==> config.mk <==
export PLATFORM = sky130hd
export DESIGN_NAME = ama_accum_alu
export DESIGN_NICKNAME = d
export VERILOG_FILES = /design/src/verilog/ama_pkg.sv /design/src/verilog/ama_alu_if.sv /design/src/verilog/ama_alu.sv /design/src/verilog/ama_wb_slave.sv /design/src/verilog/ama_accum_alu.sv
export SDC_FILE = /design/constraint.sdc
export NUM_CORES = 1
export LEC_CHECK = 0
export BUFFER_PORTS_ARGS = -buffer_cell sky130_fd_sc_hd__buf_2
export CORE_UTILIZATION = 30
export DETAILED_ROUTE_END_ITERATION = 10
export MAX_ROUTING_LAYER = met4
export PLACE_DENSITY_LB_ADDON = 0.25
export SETUP_SLACK_MARGIN = 0.1
export SLEW_MARGIN = 20
export SYNTH_ARGS = -nofsm -noshare
export SYNTH_HDL_FRONTEND = slang
export SYNTH_SLANG_ARGS = --single-unit
export TNS_END_PERCENT = 20
==> constraint.sdc <==
create_clock -name clk_i -period 3.9 [get_ports clk_i]
set_clock_uncertainty 0.05 [all_clocks]
set_input_delay 0.975 -clock clk_i [delete_from_list [all_inputs] [get_ports clk_i]]
set_output_delay 0.975 -clock clk_i [all_outputs]
set_load 0.03 [all_outputs]
==> src/verilog/ama_pkg.sv <==
`default_nettype none
package ama_pkg;

  // Machine cycle and instruction lengths in time states
  localparam logic [2:0] FETCH_STATES = 3'h5;
  localparam logic [2:0] READ_STATES = 3'h3;
  localparam logic [4:0] INSTR_STATES = 5'h8;

  // Register byte offsets
  localparam logic [7:0] REG_CTRL_OFS = 8'h00;
  localparam logic [7:0] REG_STAT_OFS = 8'h04;
  localparam logic [7:0] REG_ACC_OFS = 8'h08;
  localparam logic [7:0] REG_FLAG_OFS = 8'h0C;
  localparam logic [7:0] REG_PTR_OFS = 8'h10;
  localparam logic [7:0] REG_PC_OFS = 8'h14;
  localparam int REG_COUNT = 6;

  // Field positions
  localparam int CTRL_STEP_BIT = 0;
  localparam int CTRL_RUN_BIT = 1;
  localparam int STAT_BUSY_BIT = 0;
  localparam int STAT_BAD_BIT = 1;
  localparam int STAT_OPC_LSB = 8;
  localparam int FLAG_C_BIT = 0;
  localparam int FLAG_Z_BIT = 1;
  localparam int FLAG_S_BIT = 2;
  localparam int FLAG_P_BIT = 3;

  // Reset values
  localparam logic [7:0] ACC_RST = 8'h00;
  localparam logic [3:0] FLAG_RST = 4'h0;
  localparam logic [15:0] PTR_RST = 16'h0000;
  localparam logic [15:0] PC_RST = 16'h0000;

  // Opcode groups: top two bits and low three bits
  localparam logic [1:0] MEM_GRP_HI = 2'h2;
  localparam logic [2:0] MEM_GRP_LO = 3'h7;
  localparam logic [1:0] IMM_GRP_HI = 2'h0;
  localparam logic [2:0] IMM_GRP_LO = 3'h4;

  // Operation field, opcode bits 5..3
  typedef enum logic [2:0] {
    FN_ADD = 3'h0,
    FN_ADC = 3'h1,
    FN_SUB = 3'h2,
    FN_SBB = 3'h3,
    FN_AND = 3'h4,
    FN_XOR = 3'h5,
    FN_OR = 3'h6,
    FN_CMP = 3'h7
  } ama_fn_t;

endpackage
`default_nettype wire

==> src/verilog/ama_alu_if.sv <==
`timescale 1ns/1ps
`default_nettype none
interface ama_alu_if import ama_pkg::*; ();
  ama_fn_t fn;
  logic [7:0] a;
  logic [7:0] b;
  logic cin;
  logic [7:0] res;
  logic c;
  logic z;
  logic s;
  logic p;
  logic wr_acc;

  modport core (output fn, output a, output b, output cin,
    input res, input c, input z, input s, input p, input wr_acc);
  modport alu (input fn, input a, input b, input cin,
    output res, output c, output z, output s, output p, output wr_acc);
endinterface
`default_nettype wire

==> src/verilog/ama_alu.sv <==
`timescale 1ns/1ps
`default_nettype none
module ama_alu
  import ama_pkg::*;
(
  // Operands and results
  ama_alu_if.alu bus
);
  logic [8:0] wide;
  logic use_c;

  always_comb
  begin
    use_c = (bus.fn == FN_ADC) || (bus.fn == FN_SBB);
    unique case (bus.fn)
      FN_ADD, FN_ADC:
      begin
        wide = {1'b0, bus.a} + {1'b0, bus.b} + {8'h00, bus.cin & use_c}; // RQ4
      end
      FN_SUB, FN_SBB, FN_CMP:
      begin
        // Bit 8 is the borrow of the two's complement difference
        wide = {1'b0, bus.a} - {1'b0, bus.b} - {8'h00, bus.cin & use_c}; // RQ6
      end
      FN_AND:
      begin
        wide = {1'b0, bus.a & bus.b}; // RQ7
      end
      FN_XOR:
      begin
        wide = {1'b0, bus.a ^ bus.b}; // RQ8
      end
      FN_OR:
      begin
        wide = {1'b0, bus.a | bus.b}; // RQ9
      end
    endcase
    bus.res = wide[7:0];
    bus.c = wide[8]; // RQ17 RQ19
    bus.z = (wide[7:0] == 8'h00); // RQ11
    bus.s = wide[7]; // RQ18
    bus.p = ~^wide[7:0]; // RQ12
    bus.wr_acc = (bus.fn != FN_CMP); // RQ10
  end
endmodule
`default_nettype wire

==> src/verilog/ama_wb_slave.sv <==
`timescale 1ns/1ps
`default_nettype none
module ama_wb_slave
  import ama_pkg::*;
#(
  parameter int NREG = REG_COUNT
)(
  // Clock and reset
  input wire logic clk_i,
  input wire logic rst_i,
  // Wishbone slave
  input wire logic wb_cyc_i,
  input wire logic wb_stb_i,
  input wire logic wb_we_i,
  input wire logic [7:0] wb_adr_i,
  input wire logic [3:0] wb_sel_i,
  input wire logic [31:0] wb_dat_i,
  output logic [31:0] wb_dat_o,
  output logic wb_ack_o,
  // Register file side
  input wire logic [NREG-1:0][31:0] rd_words_i,
  output logic wr_o,
  output logic [5:0] wr_idx_o,
  output logic [31:0] wr_dat_o
);
  typedef struct packed {
    logic ack;
    logic [31:0] dat;
  } ama_wb_t;

  ama_wb_t cur_ff;
  ama_wb_t nxt_st;
  logic req;
  logic mapped;
  logic [31:0] cur_word;
  logic [31:0] lane_mask;

  // Gap after ack keeps one access from being taken twice
  assign req = wb_cyc_i && wb_stb_i && !cur_ff.ack;
  assign wr_idx_o = wb_adr_i[7:2];
  assign mapped = (wr_idx_o < 6'(NREG));
  assign cur_word = mapped ? rd_words_i[wr_idx_o] : 32'h00000000;

  for (genvar g = 0; g < 4; g++)
  begin : g_lane
    assign lane_mask[8*g +: 8] = {8{wb_sel_i[g]}};
  end

  // Unselected lanes keep their value
  assign wr_dat_o = (cur_word & ~lane_mask) | (wb_dat_i & lane_mask);
  assign wr_o = req && wb_we_i && mapped;
  assign wb_ack_o = cur_ff.ack;
  assign wb_dat_o = cur_ff.dat;

  always_comb
  begin
    nxt_st.ack = req;
    nxt_st.dat = (req && !wb_we_i) ? cur_word : 32'h00000000;
  end

  always_ff @(posedge clk_i)
  begin
    if (rst_i)
      cur_ff <= '0;
    else
      cur_ff <= nxt_st;
  end
endmodule
`default_nettype wire

==> src/verilog/ama_accum_alu.sv <==
`timescale 1ns/1ps
`default_nettype none
// Notes on behaviour
// RQ1 - Memory operand read at pointer pair, never written
// RQ2 - Memory ops: one byte, fetch then read, 8
// RQ3 - Memory add loads accumulator with sum
// RQ4 - Memory add with carry adds carry too
// RQ5 - Memory subtract loads two's complement difference
// RQ6 - Memory subtract with borrow also subtracts carry
// RQ7 - Memory AND replaces accumulator
// RQ8 - Memory XOR replaces accumulator
// RQ9 - Memory OR replaces accumulator
// RQ10 - Compare keeps accumulator; carry when operand larger
// RQ11 - Compare sets zero when operands equal
// RQ12 - Compare sign, parity from discarded difference
// RQ13 - Immediate ops: two bytes, 8 states, byte kept
// RQ14 - Immediate add stores sum in accumulator
// RQ15 - Immediate add with carry adds carry too
// RQ16 - Immediate subtract stores two's complement difference
// RQ17 - Carry on carry or borrow; zero on zero
// RQ18 - Sign is bit 7; parity one when even
// RQ19 - AND, XOR, OR always clear carry
// RQ20 - Immediate byte at next address; pc skips it
module ama_accum_alu
  import ama_pkg::*;
#(
  parameter int TS_DIV = 1
)(
  // Clock and reset
  input wire logic clk_i,
  input wire logic rst_i,
  // Wishbone slave
  input wire logic wb_cyc_i,
  input wire logic wb_stb_i,
  input wire logic wb_we_i,
  input wire logic [7:0] wb_adr_i,
  input wire logic [3:0] wb_sel_i,
  input wire logic [31:0] wb_dat_i,
  output logic [31:0] wb_dat_o,
  output logic wb_ack_o,
  // Memory read port, same clock domain
  output logic [15:0] mem_addr_o,
  output logic mem_rd_o,
  input wire logic mem_ack_i,
  input wire logic [7:0] mem_rdata_i,
  // Status
  output logic [7:0] acc_o,
  output logic [3:0] flags_o,
  output logic busy_o
);
  typedef enum logic [2:0] {
    ST_IDLE = 3'h1,
    ST_FETCH = 3'h2,
    ST_READ = 3'h4
  } ama_seq_t;

  typedef struct packed {
    ama_seq_t st;
    logic [7:0] div;
    logic [2:0] ts;
    logic [4:0] tcnt;
    logic got;
    logic rd;
    logic [15:0] addr;
    logic [7:0] opc;
    logic [7:0] opnd;
    logic [7:0] acc;
    logic [3:0] flg;
    logic [7:0] hreg;
    logic [7:0] lreg;
    logic [15:0] pc;
    logic run;
    logic bad;
    logic bsy;
  } ama_core_t;

  localparam logic [7:0] DIV_LAST = 8'(TS_DIV - 1);

  ama_core_t cur_ff;
  ama_core_t nxt_st;
  ama_alu_if alu_bus ();

  logic busy;
  logic tick;
  logic [2:0] ts_last;
  logic cyc_done;
  logic fin_fetch;
  logic fin_read;
  logic is_mem;
  logic is_imm;
  logic sw_wr;
  logic [5:0] sw_idx;
  logic [31:0] sw_dat;
  logic [REG_COUNT-1:0][31:0] rd_words;

  ama_wb_slave #(
    .NREG(REG_COUNT)
  ) u_wb (
    .clk_i(clk_i),
    .rst_i(rst_i),
    .wb_cyc_i(wb_cyc_i),
    .wb_stb_i(wb_stb_i),
    .wb_we_i(wb_we_i),
    .wb_adr_i(wb_adr_i),
    .wb_sel_i(wb_sel_i),
    .wb_dat_i(wb_dat_i),
    .wb_dat_o(wb_dat_o),
    .wb_ack_o(wb_ack_o),
    .rd_words_i(rd_words),
    .wr_o(sw_wr),
    .wr_idx_o(sw_idx),
    .wr_dat_o(sw_dat)
  );

  ama_alu u_alu (
    .bus(alu_bus.alu)
  );

  assign alu_bus.fn = ama_fn_t'(cur_ff.opc[5:3]);
  assign alu_bus.a = cur_ff.acc;
  assign alu_bus.b = cur_ff.opnd;
  assign alu_bus.cin = cur_ff.flg[FLAG_C_BIT];

  assign rd_words[REG_CTRL_OFS[7:2]] = {30'h00000000, cur_ff.run, 1'b0};
  assign rd_words[REG_STAT_OFS[7:2]] = {16'h0000, cur_ff.opc, 6'h00, cur_ff.bad, busy};
  assign rd_words[REG_ACC_OFS[7:2]] = {24'h000000, cur_ff.acc};
  assign rd_words[REG_FLAG_OFS[7:2]] = {28'h0000000, cur_ff.flg};
  assign rd_words[REG_PTR_OFS[7:2]] = {16'h0000, cur_ff.hreg, cur_ff.lreg};
  assign rd_words[REG_PC_OFS[7:2]] = {16'h0000, cur_ff.pc};

  // Busy kept in its own flop so busy_o leaves a register
  assign busy = cur_ff.bsy;
  assign tick = busy && (cur_ff.div == DIV_LAST);
  assign ts_last = (cur_ff.st == ST_FETCH) ? FETCH_STATES - 3'h1 : READ_STATES - 3'h1;
  // A slow memory stretches the last time state until its byte is in
  assign cyc_done = tick && (cur_ff.ts == ts_last) && cur_ff.got;
  assign fin_fetch = cyc_done && (cur_ff.st == ST_FETCH);
  assign fin_read = cyc_done && (cur_ff.st == ST_READ);
  assign is_mem = (cur_ff.opc[7:6] == MEM_GRP_HI) && (cur_ff.opc[2:0] == MEM_GRP_LO);
  assign is_imm = (cur_ff.opc[7:6] == IMM_GRP_HI) && (cur_ff.opc[2:0] == IMM_GRP_LO)
    && (cur_ff.opc[5:3] <= FN_SUB);

  always_comb
  begin
    nxt_st = cur_ff;
    if (busy)
    begin
      nxt_st.div = tick ? 8'h00 : cur_ff.div + 8'h01;
      // Stretch ticks are waits, not time states
      nxt_st.tcnt = (tick && (cur_ff.ts != ts_last || cur_ff.got)) ? cur_ff.tcnt + 5'h01
        : cur_ff.tcnt;
    end
    // Datapath registers are locked while an instruction runs
    if (sw_wr && (sw_idx == REG_CTRL_OFS[7:2]))
      nxt_st.run = sw_dat[CTRL_RUN_BIT];
    if (sw_wr && !busy)
    begin
      unique case (sw_idx)
        REG_ACC_OFS[7:2]: nxt_st.acc = sw_dat[7:0];
        REG_FLAG_OFS[7:2]: nxt_st.flg = sw_dat[3:0];
        REG_PTR_OFS[7:2]:
        begin
          nxt_st.hreg = sw_dat[15:8];
          nxt_st.lreg = sw_dat[7:0];
        end
        REG_PC_OFS[7:2]: nxt_st.pc = sw_dat[15:0];
        default: nxt_st.run = nxt_st.run;
      endcase
    end
    unique case (cur_ff.st)
      ST_IDLE:
      begin
        if (cur_ff.run || (sw_wr && (sw_idx == REG_CTRL_OFS[7:2])
          && sw_dat[CTRL_STEP_BIT]))
        begin
          nxt_st.st = ST_FETCH;
          nxt_st.addr = nxt_st.pc;
          nxt_st.rd = 1'b1;
          nxt_st.got = 1'b0;
          nxt_st.ts = 3'h0;
          nxt_st.div = 8'h00;
          nxt_st.tcnt = 5'h00;
          nxt_st.bad = 1'b0;
        end
      end
      ST_FETCH, ST_READ:
      begin
        // Acks outside an open request are ignored
        if (cur_ff.rd && mem_ack_i)
        begin
          nxt_st.rd = 1'b0;
          nxt_st.got = 1'b1;
          if (cur_ff.st == ST_FETCH)
            nxt_st.opc = mem_rdata_i;
          else
            nxt_st.opnd = mem_rdata_i;
        end
        if (tick && (cur_ff.ts != ts_last))
          nxt_st.ts = cur_ff.ts + 3'h1;
        if (fin_fetch)
        begin
          nxt_st.ts = 3'h0;
          nxt_st.got = 1'b0;
          nxt_st.pc = cur_ff.pc + 16'h0001;
          if (is_mem)
          begin
            nxt_st.st = ST_READ; // RQ2
            nxt_st.addr = {cur_ff.hreg, cur_ff.lreg}; // RQ1
            nxt_st.rd = 1'b1;
          end
          else if (is_imm)
          begin
            nxt_st.st = ST_READ; // RQ13
            nxt_st.addr = cur_ff.pc + 16'h0001; // RQ20
            nxt_st.rd = 1'b1;
          end
          else
          begin
            // Other opcodes are not executed here
            nxt_st.st = ST_IDLE;
            nxt_st.bad = 1'b1;
          end
        end
        if (fin_read)
        begin
          nxt_st.st = ST_IDLE;
          nxt_st.ts = 3'h0;
          nxt_st.got = 1'b0;
          if (alu_bus.wr_acc)
            nxt_st.acc = alu_bus.res; // RQ3 RQ5 RQ14 RQ15 RQ16
          nxt_st.flg[FLAG_C_BIT] = alu_bus.c; // RQ17
          nxt_st.flg[FLAG_Z_BIT] = alu_bus.z;
          nxt_st.flg[FLAG_S_BIT] = alu_bus.s; // RQ18
          nxt_st.flg[FLAG_P_BIT] = alu_bus.p;
          if (is_imm)
            nxt_st.pc = cur_ff.pc + 16'h0001; // RQ20
        end
      end
      default:
      begin
        nxt_st.st = ST_IDLE;
        nxt_st.rd = 1'b0;
      end
    endcase
    nxt_st.bsy = (nxt_st.st != ST_IDLE);
  end

  always_ff @(posedge clk_i)
  begin
    if (rst_i)
    begin
      cur_ff <= '0;
      cur_ff.st <= ST_IDLE;
      cur_ff.acc <= ACC_RST;
      cur_ff.flg <= FLAG_RST;
      cur_ff.hreg <= PTR_RST[15:8];
      cur_ff.lreg <= PTR_RST[7:0];
      cur_ff.pc <= PC_RST;
    end
    else
      cur_ff <= nxt_st;
  end

  assign mem_addr_o = cur_ff.addr;
  assign mem_rd_o = cur_ff.rd;
  assign acc_o = cur_ff.acc;
  assign flags_o = cur_ff.flg;
  assign busy_o = busy;

  logic [8:0] add9;
  logic [7:0] diff8;
  assign add9 = {1'b0, cur_ff.acc} + {1'b0, cur_ff.opnd};
  assign diff8 = cur_ff.acc - cur_ff.opnd;
endmodule
`default_nettype wire

Word level (Yosys, flattened, before mapping)
Cells that the tools add are included.
Widths: inputs -> output; s select.
{"block": "word_totals", "word_cells": 158, "register_bits": 133, "output_inout_bits": 63, "input_bits": 58}
{"block": "classes", "magnitude_cmp": 3, "add_sub_neg": 8, "reduce_logical": 43, "n_mux": 47, "eq_ne": 28, "n_bitwise": 10}
{"cell": "$bmux 32 s3", "count": 1}
{"cell": "$mux 16", "count": 6}
{"cell": "$mux 32", "count": 2}
{"cell": "$mux 45", "count": 1}
{"cell": "$pmux 9 s5", "count": 1}
{"cell": "$mux 8", "count": 5}
{"cell": "$mux 37", "count": 1}
{"cell": "$mux 17", "count": 2}
{"cell": "$and 16x16->16", "count": 2}
{"cell": "$pmux 16 s2", "count": 1}
{"cell": "$mux 12", "count": 2}
{"cell": "$mux 3", "count": 8}
{"cell": "$eq 3x3->1 const B", "count": 7}
{"cell": "$logic_and 1x1->1", "count": 19}
{"cell": "$mux 18", "count": 1}
{"cell": "$add 16x1->16 const B", "count": 1}
{"cell": "$logic_not 8->1", "count": 2}
{"cell": "$not 16->16", "count": 1}
{"cell": "$or 16x16->16", "count": 1}
{"cell": "$mux 5", "count": 3}
{"cell": "$eq 6x2->1 const B", "count": 2}
{"cell": "$eq 6x3->1 const B", "count": 2}
{"cell": "$pmux 3 s2", "count": 2}
{"cell": "$reduce_and 3->1", "count": 4}
{"cell": "40 further kinds", "count": 62}

Depth between registers and ports, before layout
Gate-level depths: netlist (run 1).
{"block": "logic_depth", "depth_word": 11, "depth_mapped": 18, "mapped_depth_nobuf": 16}

Modules after synthesis
Synthesis (run 1) repeated with hierarchy kept, for this count alone.
{"block": "hier_totals", "cells_unflattened": 1140, "area_unflattened_um2": 9587.9}
{"module": "ama_accum_alu", "area_each_um2": 5188.7, "n_inst": 1, "cells_each": 590, "seq_area_each_um2": 1901.8}
{"module": "ama_wb_slave", "area_each_um2": 2875.3, "n_inst": 1, "cells_each": 349, "seq_area_each_um2": 660.6}
{"module": "ama_alu", "area_each_um2": 1524.0, "n_inst": 1, "cells_each": 201, "seq_area_each_um2": 0.0}

Worst setup path before layout (run 1)
Ideal clock, no wire load.
{"block": "synth_path", "path_kind": "register to register", "from": "register cur_ff (netlist bit alu_bus.fn[0])", "to": "register cur_ff (netlist bit flags_o[3])", "path_slack_ns": 0.044, "required_ns": 3.759, "path_stages_with_launch": 17, "setup_time_ns": 0.091, "t_arrival_ns": 3.715, "period_less_slack_ns": 3.856, "path_buffers": 2, "cell_sequence": "dfxtp_1 -> clkbuf_1 -> clkbuf_1 -> nand2_1 -> or2_2 -> inv_1 -> fa_1 -> ha_1 -> o21ai_0 -> nand2_1 -> a21oi_1 -> mux2_2 -> nor3_1 -> ha_1 -> xor2_1 -> xnor2_1 -> a311oi_1"}
{"block": "synth_between", "elab_chain_len": 8, "word_cells_on_any_way": 18, "classes_between": "2 x add/sub; 7 x eq/ne; 3 x mux; 1 x bitwise; 5 x reduce/logical"}
{"element": "start, declared", "line_no": "ama_accum_alu.sv:79", "source": "ama_core_t cur_ff;"}
{"element": "start signal, assigned", "line_no": "ama_accum_alu.sv:261", "source": "cur_ff <= nxt_st;"}
{"element": "$eq 3x1->1 / $eq 3x2->1 (equally long branches)", "line_no": "ama_alu.sv:14, ama_alu.sv:15"}
{"element": "$logic_or 1x1->1", "line_no": "ama_alu.sv:14", "source": "use_c = (bus.fn == FN_ADC) || (bus.fn == FN_SBB);"}
{"element": "$and 1x1->1", "line_no": "ama_alu.sv:18, ama_alu.sv:23"}
{"element": "$sub 9x1->9 / $add 9x1->9 (equally long branches)", "line_no": "ama_alu.sv:23, ama_alu.sv:18"}
{"element": "$pmux 9 s5 *", "line_no": "ama_alu.sv:15", "source": "unique case (bus.fn)"}
{"element": "$reduce_xnor 8->1 *", "line_no": "ama_alu.sv:42", "source": "bus.p = ~^wide[7:0];"}
{"element": "$mux 12 *", "line_no": "ama_accum_alu.sv:224", "source": "if (fin_read)"}
{"element": "$mux 12 *", "line_no": "ama_accum_alu.sv:170", "source": "unique case (cur_ff.st)"}
Every way passes the cells marked *; elsewhere a longest branch is shown, timed or not.
A chain may end at the register's enable or synchronous reset.

Worst setup path in the final report (run 1)
{"block": "layout_path", "from": "register cur_ff (netlist bit flags_o[0])", "to": "register cur_ff (netlist bit flags_o[3])"}
{"block": "layout_between", "elab_chain_len": 6, "word_cells_on_any_way": 7, "classes_between": "2 x add/sub; 3 x mux; 1 x bitwise; 1 x reduce/logical"}
{"element": "$and 1x1->1 *", "line_no": "ama_alu.sv:18, ama_alu.sv:23"}
{"element": "$sub 9x1->9 / $add 9x1->9 (equally long branches)", "line_no": "ama_alu.sv:23, ama_alu.sv:18"}
{"element": "$pmux 9 s5 *", "line_no": "ama_alu.sv:15"}
{"element": "$reduce_xnor 8->1 *", "line_no": "ama_alu.sv:42"}
{"element": "$mux 12 *", "line_no": "ama_accum_alu.sv:224"}
{"element": "$mux 12 *", "line_no": "ama_accum_alu.sv:170"}
Marked as above.

==> reports/qor.yml, run 1 <==
route:
  drc_errors: 0
  via_per_inst: 5.23
  ant_nets: 0
  wl_per_cell_um: 18.3
  vias: 7008
  routed_wl_mm: 24.6
  drt_iter0_markers: 501
  first_pass_iters: 4
setup_path:
  cp_slowest_cell: "fa_1"
  startpoint_type: "flip-flop"
  criticalPathCategory: "reg2reg"
  worst-path-buf-inv: 1
  reg2reg_slack_ns: 0.43
  crit_fanout: 3
  max_stage_delay_ns: 0.46
  cp_top_family: "adder cells"
  path_cells: "nand2_1 -> or2_2 -> inv_1 -> fa_1 -> ha_1 -> o21ai_0 -> nand2_1 -> a21oi_1 -> mux2_2 -> nor3_2 -> ha_1 -> xor2_1 -> xnor2_1 -> a311oi_1"
  cp-end-kind: "flip-flop"
  required_ns: 4.13
  arrival_ns: 3.70
placed_design:
  port_buffers: 84
  place_congestion: 0.898
  place_area_um2: 8280
  dp_slack_ns: 0.354
  place_hpwl_mm: 18.6
global_routing:
  track_usage: 0.193
  grt_first_pass_wirelength_mm: 38.1
  met2_usage: 0.305
  grt_max_degree: 76
  grtUsageMet1: 0.262
  grt_pass1_vias: 6544
  use_met3: 0.0214
  overflow: 0
  top_usage_layer: "met2"
  antenna_found_initial: 1
timing:
  hold_viol: 0
  setup_viol: 0
  rsz0062_at_grt: "false"
  fin_crit_ns: 3.47
  slew_headroom: 0.352
  fin_ws_ns: 0.434
  tns_ns: 0
  tightestPinTransition_ns: 0.972
  drv_slew: 0
  fin_crit_sh: 0.889
  max_freq_ghz: 0.289
finish:
  nets: 1106
  final_common_cell: "dfxtp_1"
  drive_gt1_frac: 0.172
  n_antenna_cell: 0
  layout_common_cells: "dfxtp_1 (112), nand2_1 (108), nor2_1 (86), buf_2 (84), a21oi_1 (68)"
  syn_to_final_growth_pct: 11.1
  final_area_um2: 8570
logic_synthesis:
  seq_area_frac_synth: 0.291
  ys_ff_latch: 112
  netlist_instances: 966
  synth_async_sr_flop_share: 0
  synth_cell_types: 74
  syn_avg_cell_area_um2: 7.99
  yosys_warnings: 0
  netlist_area_um2: 7710
  synthFlopType: "dfxtp_1"
  synth_edf_count: 0
floorplan:
  die_y_um: 162
  rows: 58
  die_w_um: 162
  io_pins: 121
  start_util: 0.306
  core_um2: 25200
  die_area_um2: 26400
clocking:
  cts_root_buffer: "clkbuf_16"
  path_clk_slew_ns: 0.09
  ctsHoldBuffers: 0
  clk_path_buf_depth: 2
  cts_tree: "yes"
  clock_sinks: 112
  cts-buffers-inserted: 9
  htree_num_levels: 3
  clk_latency_ns: 0.37
power_and_ir_drop:
  power.leakage_nw: 3.21
  power_density_nw_per_um2: 259
  power.total_mw: 2.22
  peakVddDrop_mv: 0.199
outcome:
  status: "completed"
min_path:
  hp-class: "reg2reg"
run:
  maxCapViolCount: 0
[state kept, by name, indices dropped and copies added, names as in the netlist]
name           count
acc_o              8
u_wb.wb_ack_o      1
busy_o             1
mem_rd_o           1
flags_o            4
alu_bus.fn         3
u_wb.wb_dat_o     16
mem_addr_o        16
alu_bus.b          8
cur_ff            54
[power by group]
group,internal [mW],switching [mW]
clock network,0.443,0.483
logic,0.0438,0.107
registers,1.14,0.00352
[cell type report]
class / instances / area (µm²)
Clock buffer: 9 / 225
Clock inverter: 7 / 53.8
Fill cell: 2669 / 16600
Inverter: 42 / 158
Multi-Input combinational cell: 727 / 4820
Sequential cell: 112 / 2240
Tap cell: 330 / 413
Timing Repair Buffer: 114 / 658
[per-layer routing]
layer  share of wire  vias up
li1                -     3465
met3           0.044       22
met5               0        -
met4           0.013        0
met2            0.47      181
met1            0.47     3340
[repair_timing]
action | 4_1_cts | 5_1_grt
buffers inserted | 0 | 0
gates resized for setup | 0 | 2
setup endpoints to repair | 0 | 1
[worst register-to-register path, stage by stage, from the launching register on]
cell      delay [ns]
dfxtp_1         0.33
nand2_1         0.06
or2_2           0.31
inv_1           0.08
fa_1            0.46
ha_1            0.20
o21ai_0         0.15
nand2_1         0.14
a21oi_1         0.19
mux2_2          0.36
nor3_2          0.23
ha_1            0.27
xor2_1          0.15
xnor2_1         0.15
a311oi_1        0.25
[per-stage QoR]
step                utilization  hold WS (ns)  cells
finish                    0.340         0.434   1341
global route              0.340         0.455   1341
CTS                       0.340         0.433   1341
detailed placement        0.329         0.412   1325
global placement          0.329         0.411   1325
floorplan                     -         0.390    981
[synthesized netlist by cell type (8+ instances only)]
cell | instances | share of area
a211oi_1 | 19 | 0.018
a21oi_1 | 68 | 0.044
a22oi_1 | 21 | 0.020
and2_1 | 12 | 0.0097
and3_1 | 14 | 0.011
buf_2 | 9 | 0.0058
buf_4 | 45 | 0.044
clkbuf_1 | 42 | 0.020
dfxtp_1 | 112 | 0.29
ha_1 | 38 | 0.062
inv_1 | 42 | 0.020
mux2_2 | 15 | 0.022
mux2i_1 | 30 | 0.039
nand2_1 | 108 | 0.053
nand2b_1 | 21 | 0.017
nand3_1 | 13 | 0.0084
nand4_1 | 11 | 0.0089
nor2_1 | 86 | 0.042
nor2b_1 | 9 | 0.0073
nor3_1 | 27 | 0.018
o21ai_0 | 29 | 0.019
o22ai_1 | 16 | 0.013
o31ai_1 | 8 | 0.0078
xnor2_1 | 16 | 0.018
xor2_1 | 13 | 0.015
[path summary, 6_finish.rpt]
check	startpoint	depth (start not counted)	endpoint
hold / removal	cur_ff[29]	2	cur_ff[29]
setup reg to reg	flags_o[0]	14	flags_o[3]
hold reg to reg	cur_ff[29]	2	cur_ff[29]
setup / recovery	flags_o[0]	14	flags_o[3]
[cell families after synthesis]
| kind of cell | after synthesis | share of synthesized area |
|---|---|---|
| AND/OR/NAND/NOR | 349 | 0.225 |
| AO/OA/AOI/OAI | 239 | 0.214 |
| buffers and inverters | 142 | 0.0934 |
| flip-flops | 112 | 0.291 |
| multiplexers | 52 | 0.0710 |
| adder cells (fa/ha/maj) | 42 | 0.0720 |
| XOR/XNOR | 29 | 0.0329 |
| other | 1 | 0.000486 |
(Power assumes the default switching activity.)
==> run 2: changes to the inputs <==
==> constraint.sdc (replaced) <==
create_clock -name clk_i -period 3.4 [get_ports clk_i]
set_clock_uncertainty 0.05 [all_clocks]
set_input_delay 0.85 -clock clk_i [delete_from_list [all_inputs] [get_ports clk_i]]
set_output_delay 0.85 -clock clk_i [all_outputs]
set_load 0.03 [all_outputs]
==> run 2 against run 1 <==
Against the previous run:
- total power up 20%
- register-to-register slack worse by 0.32 ns
- sequential cell count unchanged
- die area unchanged
- clock power up 29%
- critical endpoint unchanged
- largest cell class unchanged
==> reports/qor.yml, run 2 (synthesized netlist as in run 1, its figures left out) <==
finish:
  n_antenna_cell: 0  # unchanged
  largest_reg_flops: 54  # unchanged
  layout_common_cells: "dfxtp_1 (110), nand2_1 (106), nor2_1 (86), buf_2 (84), a21oi_1 (67)"
  fillers: 2672  # +0.11%
  syn_to_final_growth_pct: 14.9
  drive_gt1_frac: 0.206  # +0.0341
  final_area_um2: 8870  # +3.4%
  multi_input_area_um2: 4900  # +1.6%
  nets: 1128  # +2.0%
  regArea_um2: 2240  # +0.11%
  final_common_cell: "dfxtp_1"
  fin_util: 0.352  # +0.0116
  largest_register: "cur_ff"
timing:
  setup_viol: 0  # unchanged
  rsz0062_at_grt: "true"
  max_freq_ghz: 0.304  # +5.5%
  holdWs_ns: 0.428  # -0.00602 ns
  drv_slew: 0  # unchanged
  hold_viol: 0  # unchanged
  fin_crit_sh: 0.966  # +0.0777
  tightestPinTransition_ns: 0.811  # -0.161 ns
  slew_headroom: 0.454  # +0.103
  fin_crit_ns: 3.29  # -0.180 ns
global_routing:
  grt_pass1_vias: 6639  # +1.5%
  grt_max_degree: 44  # -42%
  grt_first_pass_wirelength_mm: 38.0  # -0.31%
  track_usage: 0.194  # +0.000521
  antenna_found_initial: 0  # -1
  overflow: 0  # unchanged
floorplan:
  io_pins: 121  # unchanged
  die_y_um: 162  # unchanged
  die_w_um: 162  # unchanged
  core_um2: 25200  # unchanged
  start_util: 0.306  # unchanged
  die_area_um2: 26400  # unchanged
  rows: 58  # unchanged
setup_path:
  criticalPathCategory: "reg2reg"
  cp_slowest_cell: "fa_2"
  max_stage_delay_ns: 0.38  # -0.08 ns
  crit_fanout: 4  # +1
  cp-end-kind: "flip-flop"
  required_ns: 3.57  # -0.56 ns
  worstRegToRegCells: 13  # -1
  timing.rr.end: "flags_o[3]"
  reg2reg_from: "flags_o[0]"
  startpoint_type: "flip-flop"
  reg2reg_slack_ns: 0.11  # -0.32 ns
  path_cells: "nand2_2 -> or2_4 -> fa_2 -> fa_2 -> o21a_1 -> o22ai_2 -> xor2_1 -> nor2_1 -> o22ai_2 -> ha_1 -> xor2_1 -> xnor2_1 -> a311oi_1"
  arrival_ns: 3.46  # -0.24 ns
clocking:
  clk_latency_ns: 0.36  # about the same
  path_clk_slew_ns: 0.08  # about the same
  cts_tree: "yes"
  clock_sinks: 112  # unchanged
  ctsHoldBuffers: 0  # unchanged
  htree_num_levels: 3  # unchanged
  cts_root_buffer: "clkbuf_16"
  cts-buffers-inserted: 9  # unchanged
  clk_path_buf_depth: 2  # unchanged
power_and_ir_drop:
  peakVddDrop_mv: 0.228  # +15%
  power.leakage_nw: 3.35  # +4.4%
  p_clk_frac: 0.443  # +0.027
  power_density_nw_per_um2: 302  # +16%
  pwr-share-seq: 0.492  # -0.024
  combPwrFrac: 0.065  # -0.003
  p_switching_uw: 643  # +8.3%
  p_sw_frac: 0.240  # -0.0267
  p_int_mw: 2.04  # +25%
min_path:
  min_to: "cur_ff[1]"
  hp-class: "reg2reg"
  worstHoldStart: "cur_ff[1]"
  hold_depth: 1  # -1
route:
  first_pass_iters: 5  # +1
  routed_wl_mm: 24.7  # +0.51%
  ant_nets: 0  # unchanged
  drt_iter0_markers: 525  # +4.8%
  wl_per_cell_um: 18.1  # -1.1%
  drc_errors: 0  # unchanged
  vias: 7123  # +1.6%
  via_per_inst: 5.23  # about the same
placed_design:
  port_buffers: 84  # unchanged
  place_area_um2: 8500  # +2.6%
  place_hpwl_mm: 19.2  # +3.1%
  place_congestion: 0.907  # +1.0%
outcome:
  status: "completed"
run:
  maxCapViolCount: 0  # unchanged
run 2: cell count changes in the layout (fill, tap and decap cells not counted), moves of 3 or more:
cell,change
fa_2,+3
ha_1,-3
buf_4,+22
fa_1,-3
run 2: routing by layer:
metal,track usage,routed length (µm),vias to the layer above
met1,0.256,11600,3364
li1,-,-,3511
met2,0.306,11400,218
met4,0.0583,493,0
met5,-,0,-
met3,0.0250,1230,30
run 2: how the worst max path moves through the flow:
stage               slack [ns]  depth (start not counted)           from         end
floorplan                 0.13                         16  alu_bus.fn[0]  flags_o[3]
global placement          0.10                         15     flags_o[0]  flags_o[3]
detailed placement        0.05                         15     flags_o[0]  flags_o[3]
CTS                       0.11                         15     flags_o[0]  flags_o[3]
global route             -0.04                         15     flags_o[0]  flags_o[3]
finish                    0.11                         13     flags_o[0]  flags_o[3]
run 2: critical path, delay by kind of cell (launching register included):
family / cells / cell delay [ns]
compound gates: 4 / 0.79
xor+xnor: 3 / 0.56
fa+ha+maj: 3 / 1.02
flops: 1 / 0.34
simple gates: 3 / 0.38
run 2: area by class of cell:
type                       count  share of cell area
timing repair buffer         136              0.0929
inverter                      42              0.0178
multi-input combinational    727               0.553
clock buffer                  10              0.0270
clock inverter                 6             0.00988
tap                          330              0.0466
sequential                   112               0.253
run 2: power by group through the flow:
| stage | clock network (mW) | registers, mW | logic [mW] |
|---|---|---|---|
| 2_1_floorplan | 0 | 1.35 | 0.119 |
| 3_3_place_gp | 0 | 1.35 | 0.174 |
| 3_5_place_dp | 0 | 1.35 | 0.172 |
| 4_1_cts | 1.22 | 1.32 | 0.173 |
| 5_1_grt | 1.27 | 1.32 | 0.187 |
| 6_report | 1.19 | 1.32 | 0.175 |
run 2: timing repair:
item / CTS / global route
setup buffers: 1 / 0
pin swaps: 3 / 0
endpoints found under the setup margin: 1 / 1
resized for setup: 3 / 7
run 2: per-stage QoR:
| step | power [mW] | setup TNS [ns] | worst slack, ns | std cells |
|---|---|---|---|---|
| after global routing | 2.77 | -0.0426 | -0.0426 | 1363 |
| after floorplan | 1.46 | 0 | 0.128 | 981 |
| after CTS | 2.71 | 0 | 0.113 | 1363 |
| after detailed placement | 1.52 | 0 | 0.0494 | 1346 |
| after global placement | 1.52 | 0 | 0.102 | 1346 |
| final | 2.68 | 0 | 0.114 | 1363 |
==> run 3: changes to the inputs <==
--- a/config.mk
+++ b/config.mk
@@ -5,9 +5,9 @@
 export SDC_FILE = /design/constraint.sdc
 export NUM_CORES = 1
 export LEC_CHECK = 0
-export BUFFER_PORTS_ARGS = -buffer_cell sky130_fd_sc_hd__buf_2
 export CORE_UTILIZATION = 30
 export DETAILED_ROUTE_END_ITERATION = 10
+export DONT_BUFFER_PORTS = 1
 export MAX_ROUTING_LAYER = met4
 export PLACE_DENSITY_LB_ADDON = 0.25
 export SETUP_SLACK_MARGIN = 0.1
==> run 3 against run 2 <==
Against the previous run:
- die area unchanged
- largest power group unchanged
- maximum frequency grew 1.5%
- first-iteration DRC count fell by 12%
- count of clock-buffer cells in the layout did not move
- critical endpoint unchanged
- sequential share of layout area increased by 1.4 points
- utilization fell by 1.8 points
- wire length increased by 0.75%
==> reports/qor.yml, run 3 (synthesized netlist as in run 1, its figures left out) <==
timing:
  fin_crit_sh: 0.952  # -0.0146
  fin_crit_ns: 3.24  # -0.0496 ns
  hold_viol: 0  # unchanged
  max_freq_ghz: 0.309  # +1.5%
  drv_slew: 0  # unchanged
  tightestPinTransition_ns: 0.846  # +0.0343 ns
  fin_ws_ns: 0.164  # +0.0496 ns
  slew_headroom: 0.436  # -0.0182
  holdWs_ns: 0.427  # -0.000783 ns
  rsz0062_at_grt: "true"
  setup_viol: 0  # unchanged
finish:
  layout_common_cells: "dfxtp_1 (111), nand2_1 (107), nor2_1 (86), a21oi_1 (65), buf_4 (45)"
  syn_to_final_growth_pct: 8.91
  final_common_cell: "dfxtp_1"
  largest_register: "cur_ff"
  drive_gt1_frac: 0.131  # -0.0747
  nets: 1038  # -8.0%
  fillers: 2662  # -0.37%
  largest_reg_flops: 54  # unchanged
setup_path:
  crit_fanout: 4  # unchanged
  cp-end-kind: "flip-flop"
  timing.rr.end: "flags_o[3]"
  arrival_ns: 3.47  # about the same
  startpoint_type: "flip-flop"
  reg2reg_from: "alu_bus.fn[0]"
  reg2reg_slack_ns: 0.16  # +0.05 ns
  worstRegToRegCells: 13  # unchanged
  max_stage_delay_ns: 0.39  # about the same
  crit_start: "alu_bus.fn[0]"
  path_depth: 13  # unchanged
  criticalPathCategory: "reg2reg"
  path_cells: "nand2_1 -> or2_4 -> fa_2 -> fa_2 -> o21a_1 -> o22ai_2 -> xor2_1 -> nor2_1 -> o22ai_2 -> ha_4 -> xor2_2 -> xnor2_1 -> a311oi_1"
  cp_slowest_cell: "fa_2"
  required_ns: 3.63  # +0.06 ns
  worst-path-buf-inv: 0  # unchanged
  cp_top_family: "adder cells"
floorplan:
  die_y_um: 162  # unchanged
  start_util: 0.306  # unchanged
  die_w_um: 162  # unchanged
  rows: 58  # unchanged
  core_um2: 25200  # unchanged
  die_area_um2: 26400  # unchanged
  io_pins: 121  # unchanged
global_routing:
  overflow: 0  # unchanged
  grt_max_degree: 77  # +75%
  antenna_found_initial: 2  # +2
  grt_first_pass_wirelength_mm: 39.1  # +2.9%
  grt_pass1_vias: 6510  # -1.9%
  track_usage: 0.198  # +0.00478
min_path:
  hp-class: "reg2reg"
  min_to: "cur_ff[1]"
  hold_depth: 1  # unchanged
  worstHoldStart: "cur_ff[1]"
route:
  routed_wl_mm: 24.9  # +0.75%
  ant_nets: 0  # unchanged
  wl_per_cell_um: 19.5  # +7.6%
  drt_iter0_markers: 462  # -12%
  drc_errors: 0  # unchanged
  via_per_inst: 5.28  # +1.0%
  vias: 6737  # -5.4%
  first_pass_iters: 5  # unchanged
clocking:
  clk_path_buf_depth: 2  # unchanged
  clk_latency_ns: 0.37  # about the same
  cts_root_buffer: "clkbuf_16"
  path_clk_slew_ns: 0.09  # about the same
  clock_sinks: 112  # unchanged
  htree_num_levels: 3  # unchanged
  cts-buffers-inserted: 9  # unchanged
  cts_tree: "yes"
placed_design:
  place_hpwl_mm: 19.2  # +0.11%
  port_buffers: 0  # -100%
  dp_slack_ns: 0.146  # +0.0964 ns
  place_congestion: 0.904  # -0.39%
power_and_ir_drop:
  power.leakage_nw: 2.90  # -13%
  peakVddDrop_mv: 0.236  # +3.2%
  power_density_nw_per_um2: 299  # -1.1%
outcome:
  status: "completed"
run:
  maxCapViolCount: 0  # unchanged
run 3: layout make-up:
type | instances | area [µm²] | share of cell area
well taps | 330 | 413 | 0.0492
diodes | 3 | 7.51 | 0.000894
flip-flops and latches | 112 | 2240 | 0.267
multi-input cells | 727 | 4930 | 0.587
inverters | 42 | 158 | 0.0188
clock inverters | 6 | 60.1 | 0.00715
clock buffers | 10 | 229 | 0.0273
repair buffers | 46 | 358 | 0.0426
run 3: worst max-delay path by stage:
stage                     slack, ns         end
final                          0.16  flags_o[3]
after global routing          -0.07  flags_o[3]
after CTS                      0.12  flags_o[3]
after detailed placement       0.15  flags_o[3]
after global placement         0.18  flags_o[3]
after floorplan                0.13  flags_o[3]
run 3: repair_timing:
item / in CTS / in global routing
setup endpoints to repair: 0 / 1
resized for setup: 0 / 13
hold buffers: 0 / 0
buffers inserted: 0 / 2
run 3: report_power, final:
group | leakage (nW) | switching [mW] | internal, mW
clock network | 0.142 | 0.568 | 0.520
logic | 1.85 | 0.0711 | 0.0325
registers | 0.902 | 0.00566 | 1.31
run 3: metrics by stage:
stage | total power, mW | util | TNS [ns] | std cells | instance area, µm²
after floorplan | 1.46 | - | 0 | 981 | 7860
after global placement | 1.45 | 0.319 | 0 | 1255 | 8030
after detailed placement | 1.45 | 0.319 | 0 | 1255 | 8030
after CTS | 2.54 | 0.330 | 0 | 1271 | 8320
after global routing | 2.60 | 0.333 | -0.0704 | 1275 | 8400
final | 2.51 | 0.334 | 0 | 1276 | 8400
run 3: routing by layer:
| metal | global-route usage | routed length [µm] | vias to the layer above |
|---|---|---|---|
| li1 | - | - | 3322 |
| met1 | 0.254 | 11500 | 3270 |
| met2 | 0.316 | 11800 | 128 |
| met3 | 0.0415 | 1300 | 17 |
| met4 | 0.0506 | 337 | 0 |
| met5 | - | 0 | - |
run 3: worst reg2reg max path, stage by stage, from the launching register on:
cell and delay (ns):
dfxtp_1 0.34, nand2_1 0.05, or2_4 0.25, fa_2 0.36
fa_2 0.39, o21a_1 0.24, o22ai_2 0.21, xor2_1 0.17
nor2_1 0.07, o22ai_2 0.26, ha_4 0.25, xor2_2 0.15
xnor2_1 0.13, a311oi_1 0.23
